`config.mk`:
```
export PLATFORM = sky130hd
export DESIGN_NAME = gpap_port
export DESIGN_NICKNAME = d
export VERILOG_FILES = /design/src/core/gpap_pkg.sv /design/src/core/gpap_sync.sv /design/src/core/gpap_pin.sv /design/src/core/gpap_port.sv
export SDC_FILE = /design/constraint.sdc
export NUM_CORES = 1
export LEC_CHECK = 0
export BUFFER_PORTS_ARGS = -buffer_cell sky130_fd_sc_hd__buf_4
export CAP_MARGIN = 15
export CORE_UTILIZATION = 49
export DETAILED_ROUTE_END_ITERATION = 8
export GPL_TIMING_DRIVEN = 0
export HOLD_SLACK_MARGIN = 0.05
export PLACE_DENSITY = 0.77
export SLEW_MARGIN = 20
export SYNTH_ARGS = -nofsm -noshare
export SYNTH_HDL_FRONTEND = slang
export SYNTH_SLANG_ARGS = --single-unit
```
`constraint.sdc`:
```
create_clock -name clk -period 1.25 [get_ports clk]
set_clock_uncertainty 0.15 [all_clocks]
set_input_delay 0.0625 -clock clk [delete_from_list [all_inputs] [get_ports clk]]
set_output_delay 0.0625 -clock clk [all_outputs]
set_load 0.03 [all_outputs]
```
`src/core/gpap_pkg.sv`:
```
// Package of constants for the eight-pin port with analog gate.
package gpap_pkg;
  localparam int unsigned WIDTH          = 8;
  localparam int unsigned ADDR_W         = 3;
  localparam logic [2:0]  OFS_LATCH      = 3'h0;
  localparam logic [2:0]  OFS_DIR        = 3'h1;
  localparam logic [2:0]  OFS_PULLUP     = 3'h2;
  localparam logic [2:0]  OFS_AGATE      = 3'h3;
  localparam logic [2:0]  OFS_CTRL       = 3'h4;
  localparam logic [2:0]  OFS_PINSTAT    = 3'h5;
  localparam int unsigned CTRL_FLOAT_BIT = 0;
  localparam int unsigned CTRL_CMPD_BIT  = 1;
  localparam logic [7:0]  RST_LATCH      = 8'h00;
  localparam logic [7:0]  RST_DIR        = 8'h00;
  localparam logic [7:0]  RST_PULLUP     = 8'h00;
  localparam logic [7:0]  RST_AGATE      = 8'h00;
  localparam logic        RST_FLOAT      = 1'h0;
  localparam logic        RST_CMPD       = 1'h1;
  localparam int unsigned PIN_TIMER_A    = 5;
  localparam int unsigned PIN_TIMER_B    = 6;
  localparam int unsigned PIN_LIN_RX     = 4;
  localparam int unsigned PIN_CMP_PLUS   = 0;
  localparam int unsigned PIN_CMP_MINUS  = 1;
endpackage

```
`src/core/gpap_sync.sv`:
```
// Two-flop synchroniser for a vector of pin levels.
`timescale 1ns/1ps
module gpap_sync #(
  parameter int unsigned W = 8
) (
  // Clock and reset.
  input  wire logic         clk,
  input  wire logic         arst_n,
  input  wire logic         clk_en,
  // Data.
  input  wire logic [W-1:0] d,
  output logic      [W-1:0] q
);
  logic [W-1:0] meta;

  always_ff @(posedge clk or negedge arst_n) begin
    if (!arst_n) begin
      meta <= '0;
      q    <= '0;
    end else if (clk_en) begin
      meta <= d;
      q    <= meta;
    end
  end
endmodule

```
`src/core/gpap_pin.sv`:
```
// Output, pull-up and input gating of one port pin.
`timescale 1ns/1ps
module gpap_pin (
  // Configuration.
  input  wire logic latch,
  input  wire logic dir,
  input  wire logic pull_en,
  input  wire logic agate,
  input  wire logic periph_oe,
  input  wire logic periph_out,
  input  wire logic float_now,
  input  wire logic irq_en,
  // Pin and results.
  input  wire logic pin_level,
  output logic      pad_out,
  output logic      pad_oe,
  output logic      pad_pullup,
  output logic      din,
  output logic      irq_level
);
  logic blocked;

  // Standby float blocks the pin input unless its interrupt is enabled.
  assign blocked    = float_now && !irq_en;
  // Peripheral output wins over the port latch.
  assign pad_out    = periph_oe ? periph_out : latch;
  // Standby float releases every pad, interrupt pins included.
  assign pad_oe     = (periph_oe || dir) && !float_now;
  // Pull-up drops while the pin drives low or floats.
  assign pad_pullup = pull_en && !float_now && !(pad_oe && !pad_out);
  // Digital input only when the gate is open and not blocked.
  assign din        = agate && !blocked && pin_level;
  // Interrupt path always sees the pin unless it is blocked.
  assign irq_level  = !blocked && pin_level;
endmodule

```
`src/core/gpap_port.sv`:
```
// Eight-pin port with output latch, direction, pull-up and analog gate.
//
// Notes on behaviour
// - Direction bit one drives the latch value onto the pin.
// - Latch writes always store; pin sees them only when output.
// - Output pins read back the latch value.
// - Input pins read the pin; read-modify-write reads the latch.
// - Peripheral output enable drives the pin; reads show the pin.
// - Gate bit one enables digital input; zero selects analog.
// - Reset clears direction and gate bits to zero.
// - Float bit set in stop or watch floats and blocks pins.
// - Float bit clear in stop or watch holds pin states.
// - Pin level reaches the external interrupt circuit unless the pin floats with its interrupt disabled.
// - Pull-up bit connects pull-up except while driving low.
// - Comparator disable bit zero enables comparator inputs on pins 0, 1.
// - Pins 5, 6 carry timer outputs; pin 4 feeds rx and clock.
// - Peripheral input pins read back the pin level.
// - Read-modify-write reads return the last written latch.
`timescale 1ns/1ps
module gpap_port #(
  parameter int unsigned W = gpap_pkg::WIDTH
) (
  // Clock, reset and enable.
  input  wire logic                        clk,
  input  wire logic                        arst_n,
  input  wire logic                        clk_en,
  // Register port.
  input  wire logic [gpap_pkg::ADDR_W-1:0] addr,
  input  wire logic [7:0]                  wdata,
  input  wire logic                        wr,
  input  wire logic                        rd,
  input  wire logic                        rd_rmw,
  output logic      [7:0]                  rdata,
  // Standby and interrupt control.
  input  wire logic                        standby_stop_watch,
  input  wire logic [W-1:0]                ext_irq_enable,
  output logic      [W-1:0]                ext_irq_level,
  // Timer and serial sharing.
  input  wire logic                        timer0_output_a,
  input  wire logic                        timer0_output_a_oe,
  input  wire logic                        timer0_output_b,
  input  wire logic                        timer0_output_b_oe,
  input  wire logic [W-1:0]                other_periph_out,
  input  wire logic [W-1:0]                other_periph_oe,
  output logic                             lin_serial_rx,
  output logic                             timer0_ext_clock_in,
  // Analog and comparator.
  output logic      [W-1:0]                analog_select,
  output logic                             comparator_plus_en,
  output logic                             comparator_minus_en,
  // Pads.
  input  wire logic [W-1:0]                pad_in,
  output logic      [W-1:0]                pad_out,
  output logic      [W-1:0]                pad_oe,
  output logic      [W-1:0]                pad_pullup
);

  ////////////////////////////////////////////////////////////////////////////
  // Registers.
  logic [W-1:0] port_output_latch;
  logic [W-1:0] port_direction;
  logic [W-1:0] port_pullup_enable;
  logic [W-1:0] analog_input_gate;
  logic         standby_pin_float_bit;
  logic         comparator_input_disable;
  logic         float_held;
  logic         hold_active;
  logic [W-1:0] pin_sync;
  logic [W-1:0] periph_oe;
  logic [W-1:0] periph_out;
  logic [W-1:0] live_out;
  logic [W-1:0] live_oe;
  logic [W-1:0] live_pu;
  logic [W-1:0] held_out;
  logic [W-1:0] held_oe;
  logic [W-1:0] held_pu;
  logic [W-1:0] din;
  logic [W-1:0] pin_view;
  logic [7:0]   next_rdata;

  always_ff @(posedge clk or negedge arst_n) begin
    if (!arst_n) begin
      port_output_latch <= gpap_pkg::RST_LATCH;
    end else if (clk_en && wr && addr == gpap_pkg::OFS_LATCH) begin
      port_output_latch <= wdata[W-1:0];
    end
  end

  always_ff @(posedge clk or negedge arst_n) begin
    if (!arst_n) begin
      port_direction     <= gpap_pkg::RST_DIR;
      port_pullup_enable <= gpap_pkg::RST_PULLUP;
      analog_input_gate  <= gpap_pkg::RST_AGATE;
    end else if (clk_en && wr) begin
      if (addr == gpap_pkg::OFS_DIR) begin
        port_direction <= wdata[W-1:0];
      end
      if (addr == gpap_pkg::OFS_PULLUP) begin
        port_pullup_enable <= wdata[W-1:0];
      end
      if (addr == gpap_pkg::OFS_AGATE) begin
        analog_input_gate <= wdata[W-1:0];
      end
    end
  end

  always_ff @(posedge clk or negedge arst_n) begin
    if (!arst_n) begin
      standby_pin_float_bit    <= gpap_pkg::RST_FLOAT;
      comparator_input_disable <= gpap_pkg::RST_CMPD;
    end else if (clk_en && wr && addr == gpap_pkg::OFS_CTRL) begin
      standby_pin_float_bit    <= wdata[gpap_pkg::CTRL_FLOAT_BIT];
      comparator_input_disable <= wdata[gpap_pkg::CTRL_CMPD_BIT];
    end
  end

  ////////////////////////////////////////////////////////////////////////////
  // Standby entry captures the float choice and the pad state.
  always_ff @(posedge clk or negedge arst_n) begin
    if (!arst_n) begin
      hold_active <= 1'h0;
      float_held  <= 1'h0;
    end else if (clk_en) begin
      if (standby_stop_watch && !hold_active) begin
        hold_active <= 1'h1;
        float_held  <= standby_pin_float_bit;
      end else if (!standby_stop_watch) begin
        hold_active <= 1'h0;
        float_held  <= 1'h0;
      end
    end
  end

  always_ff @(posedge clk or negedge arst_n) begin
    if (!arst_n) begin
      held_out <= '0;
      held_oe  <= '0;
      held_pu  <= '0;
    end else if (clk_en && standby_stop_watch && !hold_active) begin
      held_out <= live_out;
      held_oe  <= live_oe;
      held_pu  <= live_pu;
    end
  end

  ////////////////////////////////////////////////////////////////////////////
  // Pin input synchroniser.
  gpap_sync #(
    .W (W)
  ) u_sync (
    .clk    (clk),
    .arst_n (arst_n),
    .clk_en (clk_en),
    .d      (pad_in),
    .q      (pin_sync)
  );

  ////////////////////////////////////////////////////////////////////////////
  // Peripheral sharing: timer outputs on pins 5 and 6.
  always_comb begin
    periph_oe  = other_periph_oe;
    periph_out = other_periph_out;
    periph_oe[gpap_pkg::PIN_TIMER_A]  = timer0_output_a_oe;
    periph_out[gpap_pkg::PIN_TIMER_A] = timer0_output_a;
    periph_oe[gpap_pkg::PIN_TIMER_B]  = timer0_output_b_oe;
    periph_out[gpap_pkg::PIN_TIMER_B] = timer0_output_b;
  end

  for (genvar i = 0; i < W; i++) begin : g_pin
    gpap_pin u_pin (
      .latch      (port_output_latch[i]),
      .dir        (port_direction[i]),
      .pull_en    (port_pullup_enable[i]),
      .agate      (analog_input_gate[i]),
      .periph_oe  (periph_oe[i]),
      .periph_out (periph_out[i]),
      .float_now  (float_held),
      .irq_en     (ext_irq_enable[i]),
      .pin_level  (pin_sync[i]),
      .pad_out    (live_out[i]),
      .pad_oe     (live_oe[i]),
      .pad_pullup (live_pu[i]),
      .din        (din[i]),
      .irq_level  (ext_irq_level[i])
    );
  end

  // Hold mode freezes pads; float mode is already applied per pin.
  assign pad_out    = (hold_active && !float_held) ? held_out : live_out;
  assign pad_oe     = (hold_active && !float_held) ? held_oe  : live_oe;
  assign pad_pullup = (hold_active && !float_held) ? held_pu  : live_pu;

  assign lin_serial_rx       = din[gpap_pkg::PIN_LIN_RX];
  assign timer0_ext_clock_in = din[gpap_pkg::PIN_LIN_RX];
  assign analog_select       = ~analog_input_gate;
  assign comparator_plus_en  = !comparator_input_disable;
  assign comparator_minus_en = !comparator_input_disable;

  ////////////////////////////////////////////////////////////////////////////
  // Read path: outputs show the latch, inputs and peripherals the pin.
  always_comb begin
    for (int j = 0; j < W; j++) begin
      pin_view[j] = (port_direction[j] && !periph_oe[j]) ? port_output_latch[j]
                                                        : din[j];
    end
  end

  always_comb begin
    next_rdata = 8'h00;
    unique case (addr)
      gpap_pkg::OFS_LATCH:   next_rdata[W-1:0] = rd_rmw ? port_output_latch
                                                        : pin_view;
      gpap_pkg::OFS_DIR:     next_rdata[W-1:0] = port_direction;
      gpap_pkg::OFS_PULLUP:  next_rdata[W-1:0] = port_pullup_enable;
      gpap_pkg::OFS_AGATE:   next_rdata[W-1:0] = analog_input_gate;
      gpap_pkg::OFS_CTRL: begin
        next_rdata[gpap_pkg::CTRL_FLOAT_BIT] = standby_pin_float_bit;
        next_rdata[gpap_pkg::CTRL_CMPD_BIT]  = comparator_input_disable;
      end
      gpap_pkg::OFS_PINSTAT: next_rdata[W-1:0] = pin_sync;
      default:               next_rdata = 8'h00;
    endcase
  end

  always_ff @(posedge clk or negedge arst_n) begin
    if (!arst_n) begin
      rdata <= 8'h00;
    end else if (clk_en) begin
      rdata <= rd ? next_rdata : 8'h00;
    end
  end
endmodule

```
==> results summary, run 1 <==
TritonCTS built the clock tree. The critical path is of the reg2out type. The critical register-to-register path startpoint is hold_active.

The final critical-path setup slack came out at -617 ps. The internal power consumption came out at 6360 uW. The total inserted antenna cells came out at 0. The final-report hold violation count was 14. The top achievable clock speed came out at 0.536 GHz. The max-slew violation count came out at 0. The clock latency of the later-clocked register in the worst-skew pair is 370 ps. The part of the Yosys area used for sequential elements is 47.7%. The share of final-layout standard cells stronger than drive strength 1 is 60.8%.

The placement-stage worst setup slack came out at -639 ps. Data on the critical path arrives at its endpoint at 1650 ps. Setup repair after global routing could not meet its margin everywhere.

The count of fill cells added during filler insertion came out at 429. The number of distinct standard cells referenced by the synthesized netlist came out at 40. The HPWL after detailed placement is 9.09 mm. For this design the top-level I/O count stands at 106. The clock sink count is 84. The via count came out at 4426. Per report_power, the combinational group accounts for 43.6% of the total. The total die area came out at 9380 um^2. The number of detailed-routing iterations run before antenna repair is 5. The design draws 10400 uW. Buffers placed on the I/O ports in this run total 98. The library cell occupying the most area in the post-synthesis netlist is dfrtp_1. The net count reported at finish is 670. The per-instance average area after synthesis came out at 9.93 um^2. The part of the power in registers is 37.5%.

The first global-routing pass estimated 24.2 mm of wire. The register-to-register setup slack is -450 ps. The required time at the worst-slack endpoint came out at 1040 ps. The minimum clock period is 1870 ps. By area the synthesized netlist is led by dfrtp_1, mux2_2, mux2i_1. The max capacitance violation total came out at 0.

The library cells used most frequently in the layout, excluding fill and tap cells, are buf_4, dfrtp_1, buf_6, mux2_2, mux2i_1. The net switching fraction of the power came out at 38.7%. The remaining antenna violation count after routing came out at 0. The top routing layer in use is met4. The synthesized instance count came out at 444. Counting along the longest clock path gives a buffer depth of 2. The worst register-to-register path ends at held_out[5]. The mapped netlist covers 4410 um^2. The die extent in x is 96.8 um. The row count is 34.

The per-cell via count in the routed design is 6.08. In the detailed route, the total length drawn on met2 is 8.51 mm. The worst-case reg-to-reg path depth came out at 8. The total global routing track utilization came out at 33.6%. The largest fanout on the critical path is 8. The floorplan die height is 96.8 um.

In this run the number of cells on the critical path is 7. The total grt overflow is 0. The number of warnings printed during yosys synthesis is 0.

At the end of routability-driven placement, the weighted congestion stood at 0.869. The largest vdd supply drop came out at 1130 uV. In the final layout, the multi-input gates occupy 2930 um^2.

In this run, the clock network consumes 18.9% of the power. The count of unresolved DRC violations after routing is 0. Power spread over the standard cell area amounts to 1410 nW/um^2.

The sum of buffers and inverters on the critical path came out at 4. The area of all sequential standard cells is 2110 um^2. The average detailed-routed wire length per instance is 22.9 um. Entering global routing, the biggest net connects 85 pins. Among the stages of the critical path, the cell type that occurs most often is buf_12. The checks that failed: hold timing, setup timing. For the pin with the worst max-slew slack, the measured transition is 799 ps.

The number of nets in the synthesized netlist came out at 498. The worst setup path is launched from a flop. The fraction of post-synthesis cell area in the top cell type by area came out at 47.1%.

The count of state elements after synthesis is 84. In this run the tightest slew margin relative to its limit is 46.7%. The run finished, with violations left. The switching power total is 4020 uW. The number of levels the H-tree was split into is 3.

The final cycle utilization of the critical path came out at 149%. The critical path goes through inv_4 > buf_12 > nand2_8 > buf_12 > nor2_4 > a21oi_4 > buf_6. STA classifies the critical path endpoint as a primary output.

The kind of cell with the highest combined delay along the critical path is buffers and inverters. The number of violations reported at the end of detailed-routing iteration 0 came out at 290. After detailed routing, the wire length on met1 is 6.23 mm. The total met3 wirelength after detailed routing is 1.25 mm.

Clock-pin slew was measured on the worst setup and hold paths at 90 ps. The kind of path behind the tightest hold check is in2reg. The synthesis-to-finish area growth is 67.4%. The buffer cell driving the clock tree root is clkbuf_8. The number of antenna violations at the first check in global routing was 0. The final hold slack is -116 ps. The number of global-route vias before repair is 4488. Wires add up to 16.7 mm. In this run the worst setup path begins at float_held. The static leakage is 0.00334 uW.

Setup violations remaining at the end of the flow were counted as 69. In this design, the stage delay of the slowest critical-path cell is 490 ps. The critical path endpoint is pad_out[5].

The area of the placeable core is 8720 um^2. For this design, the slowest cell found on the critical path is dfrtp_2. The effective utilization at floorplan came out at 50.5%.

The number of buffers added by the clock tree synthesis step came out at 9.
-- cell type report --
type | count | share of cell area, %
buffer | 23 | 3.65
clock buffer | 10 | 1.87
clock inverter | 5 | 0.712
inverter | 25 | 1.37
multi-input combinational | 305 | 39.7
sequential | 84 | 28.6
tap | 108 | 1.83
timing repair buffer | 168 | 22.3
-- tightest hold or removal path: cells and delay by family --
family,cells,cell delay (ps)
and+or+nand+nor,1,70
buffers and inverters,1,110
AOI/OAI and AO/OA,1,130
-- repair_timing --
item	CTS	global route
gates cloned	6	0
gates resized for setup	187	95
hold buffers	21	1
endpoints found under the setup margin	85	110
hold endpoints to repair	152	105
pin swaps	39	30
setup buffers	33	12
-- power by group through the flow --
| stage | clock network [uW] | registers [uW] | logic (uW) |
|---|---|---|---|
| 2_1_floorplan | 0 | 3600 | 2170 |
| 3_3_place_gp | 0 | 3680 | 3080 |
| 3_5_place_dp | 0 | 3710 | 3150 |
| 4_1_cts | 1950 | 3750 | 4080 |
| 5_1_grt | 2080 | 3940 | 4720 |
| 6_report | 1960 | 3890 | 4530 |
-- kinds of logic after synthesis --
logic type	synth area share (%)
and+or+nand+nor	13.9
AOI/OAI and AO/OA	14.8
buffers and inverters	6.36
DFF	47.7
muxes	17.2
-- Yosys cell counts (all sizes together) --
library cell / instances
and3: 1
a21boi: 2
a21oi: 24
o21a: 4
a22o: 4
nor3: 5
nand4: 1
a2111oi: 1
a31oi: 1
nor2: 41
o21ai: 40
a211oi: 2
o211a: 2
nor4b: 2
nand2: 51
o22ai: 7
mux2i: 23
nand3: 6
a221o: 1
o221ai: 1
o2111ai: 5
a41o: 1
a21o: 1
buf: 21
dfstp: 1
nand2b: 10
mux2: 47
o41ai: 3
a31o: 4
clkbuf: 9
and2: 1
nor2b: 12
o211ai: 1
a41oi: 1
dfrtp: 83
inv: 25
-- flip-flops by register name, summed over array words and instances (netlist names) --
| name | cells |
|---|---|
| held_pu | 8 |
| comparator_input_disable | 1 |
| port_output_latch | 8 |
| u_sync.q | 8 |
| hold_active | 1 |
| held_out | 8 |
| rdata | 8 |
| float_held | 1 |
| analog_input_gate | 8 |
| port_direction | 8 |
| u_sync.meta | 8 |
| port_pullup_enable | 8 |
| held_oe | 8 |
| standby_pin_float_bit | 1 |
-- layer usage --
metal  track usage [%]  up-vias
met1              41.4     2204
met2              56.2      281
met3              5.06       61
li1                  -     1880
met4              19.3        0
met5                 0        -
-- how the worst min path moves through the flow --
stage	startpoint	endpoint	depth (start not counted)
finish	other_periph_oe[4]	held_oe[4]	3
global route	other_periph_oe[4]	held_oe[4]	3
CTS	arst_n	held_pu[7]	1
detailed placement	pad_in[3]	u_sync.meta[3]	2
global placement	pad_in[4]	u_sync.meta[4]	2
floorplan	arst_n	analog_input_gate[0]	0
-- per-stage QoR --
stage                     cell area (um^2)  util (%)  TNS [ps]  instances
final                                 7380      84.6    -29890        728
after global routing                  7380      84.6    -32210        728
after CTS                             7090      81.3    -45420        723
after detailed placement              5660      64.9    -31010        650
after global placement                5660      64.9    -28260        650
after floorplan                       4790         -     -2370        444
(Power assumes the default switching activity.)
==> inputs of run 2 (changes only) <==
RECOVER_POWER = 25   (was unset)
==> results summary, run 2 (synthesis results as in run 1) <==
Run status: finished with violations (unchanged). Violated checks: hold timing, setup timing (unchanged). The via count is 4420 (was 4426). The wire length of the first global-routing pass is 24.2 mm (unchanged). The kind of path behind the tightest hold check is in2reg (unchanged). The number of levels the H-tree was split into is 3 (unchanged). The area of the placeable core is 8720 um^2 (unchanged).

The register-to-register setup slack came to -450 ps (about the same). The required time at the worst-slack endpoint was 1040 ps (about the same). The max capacitance violation total came out at 0 (unchanged). The largest vdd supply drop was 1130 uV (about the same). The pin count of the biggest net entering global routing is 85 (unchanged). The power per standard cell area came out at 1410 nW/um^2 (about the same). The total die area came out at 9380 um^2 (unchanged). The max-slew violation count was 0 (unchanged).

The final cycle utilization of the critical path is 149% (about the same). The net count reported at finish is 670 (unchanged). The share of final-layout standard cells stronger than drive strength 1 is 60.6% (was 60.8%). The remaining antenna violation count after routing is 0 (unchanged).

The hold-critical path depth is 3 (unchanged). The transition at the pin with the smallest max-transition slack is 799 ps (about the same). The critical register-to-register path startpoint is hold_active (unchanged).

The tightest slew margin relative to the limit was 46.7% (about the same). The synthesis-to-finish area growth is 67.1% (was 67.4%). The total negative slack for setup checks is -34990 ps (was -29890 ps).

The global-route met2 utilization came out at 56.2% (unchanged). The hold path startpoint is other_periph_oe[4] (unchanged). The total grt overflow is 0 (unchanged). The number of antenna violations at the first check in global routing is 0 (unchanged). Setup repair after global routing missed its margin: yes (unchanged). The terminus of the critical flop-to-flop path was held_out[5] (unchanged). The total global routing track utilization came out at 33.6% (unchanged). The placement-stage worst setup slack was -639 ps (unchanged).

The buffer cell driving the clock tree root is clkbuf_8 (unchanged). The number of buffers added by the clock tree synthesis step is 9 (unchanged). The number of global-route vias before repair is 4488 (unchanged). The global-route track usage on met1 is 41.4% (unchanged). The quantity of I/O buffers inserted on ports came out at 98 (unchanged). The count of unresolved DRC violations after routing was 0 (unchanged). The top achievable clock speed is 0.536 GHz (about the same). The floorplan die height came out at 96.8 um (unchanged).

The endpoint of the worst hold-timing path is held_oe[4] (unchanged). The final critical-path setup slack is -617 ps (about the same). The critical path class is reg2out (unchanged). The clock sink count came out at 84 (unchanged).

The clock tree buffer depth came out at 2 (unchanged). The final hold slack came out at -116 ps (about the same). The minimum clock period is 1870 ps (about the same). The number of placed I/O pins came out at 106 (unchanged). The HPWL reported at the end of detailed placement came out at 9.09 mm (unchanged). The number of detailed-routing iterations run before antenna repair came to 4 (was 5). The worst-case reg-to-reg path depth is 8 (unchanged). The row count is 34 (unchanged). The largest fanout on the critical path was 8 (unchanged).

The sum of routed wire length over all layers is 16.7 mm (about the same). The clock latency of the later-clocked register in the worst-skew pair was 370 ps (about the same). The static leakage is 0.00333 uW (was 0.00334 uW).

The met3 track utilization from global routing is 5.06% (unchanged). The nature of the critical path endpoint is a primary output (unchanged). The arrival time of data at the critical path endpoint is 1650 ps (about the same). The per-cell via count in the routed design is 6.07 (was 6.08). The post-route core utilization came out at 84.4% (was 84.6%). The total inserted antenna cells came out at 0 (unchanged). The total of endpoints with negative setup slack in the final report is 102 (was 69). The weighted congestion reported at the end of routability-driven placement is 0.869 (unchanged). The effective utilization at floorplan came out at 50.5% (unchanged).

The average detailed-routed wire length per instance is 22.9 um (about the same). The clock tree from TritonCTS is built (unchanged). The most utilized layer in the global route result was met2 (unchanged).

The register clock-pin slew on the reported worst setup and hold paths was 90 ps (about the same). The number of violations reported at the end of detailed-routing iteration 0 is 290 (unchanged). The type of element launching the critical path is a flop (unchanged). The final-report hold violation count is 14 (unchanged).

Highest-count cells in the layout ignoring fill and taps: buf_4, dfrtp_1, buf_6, mux2_2, mux2i_1 (unchanged). The die extent in x is 96.8 um (unchanged). The count of fill cells added during filler insertion is 432 (was 429).
==> run 2: cell types whose count changed in the layout (fill, tap and decap cells not counted), sizes merged <==
cell,delta
buf,-1
clkbuf,+1
==> run 2: cell type report <==
type	count	area, um^2	area share [%]
Timing Repair Buffer	168	1640	22.3
Inverter	25	101	1.38
Clock buffer	10	138	1.87
Multi-Input combinational cell	305	2930	39.8
Buffer	23	253	3.43
Sequential cell	84	2110	28.6
Tap cell	108	135	1.84
Clock inverter	5	52.6	0.714
==> run 2: per-layer routing <==
layer  up-vias  part of all wire, %
met5         -                    0
met4         0                  4.1
met3        63                  7.3
met2       272                   51
met1      2204                   38
li1       1881                    -
==> run 2: metrics by stage <==
step,instance area (um^2),total power [uW],std cells
final,7360,10400,728
after floorplan,4790,5770,444
after detailed placement,5660,6870,650
after global routing,7360,10700,728
after global placement,5660,6760,650
after CTS,7090,9780,723
==> run 2: worst max-delay path: stages (launching register included) <==
cell and delay, ps:
dfrtp_2 490, inv_4 110, buf_12 150, nand2_8 90
buf_12 160, nor2_4 110, a21oi_4 40, buf_6 150
==> run 2: worst max-delay path by stage <==
stage | from | to | slack [ps] | cells past startpoint
6_report | float_held | pad_out[5] | -620 | 7
4_1_cts | float_held | pad_out[5] | -590 | 7
5_1_grt | float_held | pad_out[6] | -660 | 7
3_5_place_dp | float_held | held_oe[2] | -640 | 3
3_3_place_gp | float_held | held_oe[4] | -580 | 3
2_1_floorplan | port_direction[7] | rdata[7] | -120 | 4
==> run 2: power breakdown <==
group / leakage, uW / switching [uW] / total [uW] / internal [uW]
Clock: 0.0000979 / 1010 / 1960 / 957
Sequential: 0.00104 / 646 / 3890 / 3240
Combinational: 0.00219 / 2360 / 4520 / 2160
Total: 0.00333 / 4010 / 10400 / 6360
==> run 2: timing repair <==
item                                    in CTS  in global routing
gates cloned                                 6                  0
setup buffers                               33                 12
endpoints found under the hold margin      152                105
hold buffers                                21                  1
endpoints found under the setup margin      85                110
resized for setup                          187                 95
pin swaps                                   39                 30
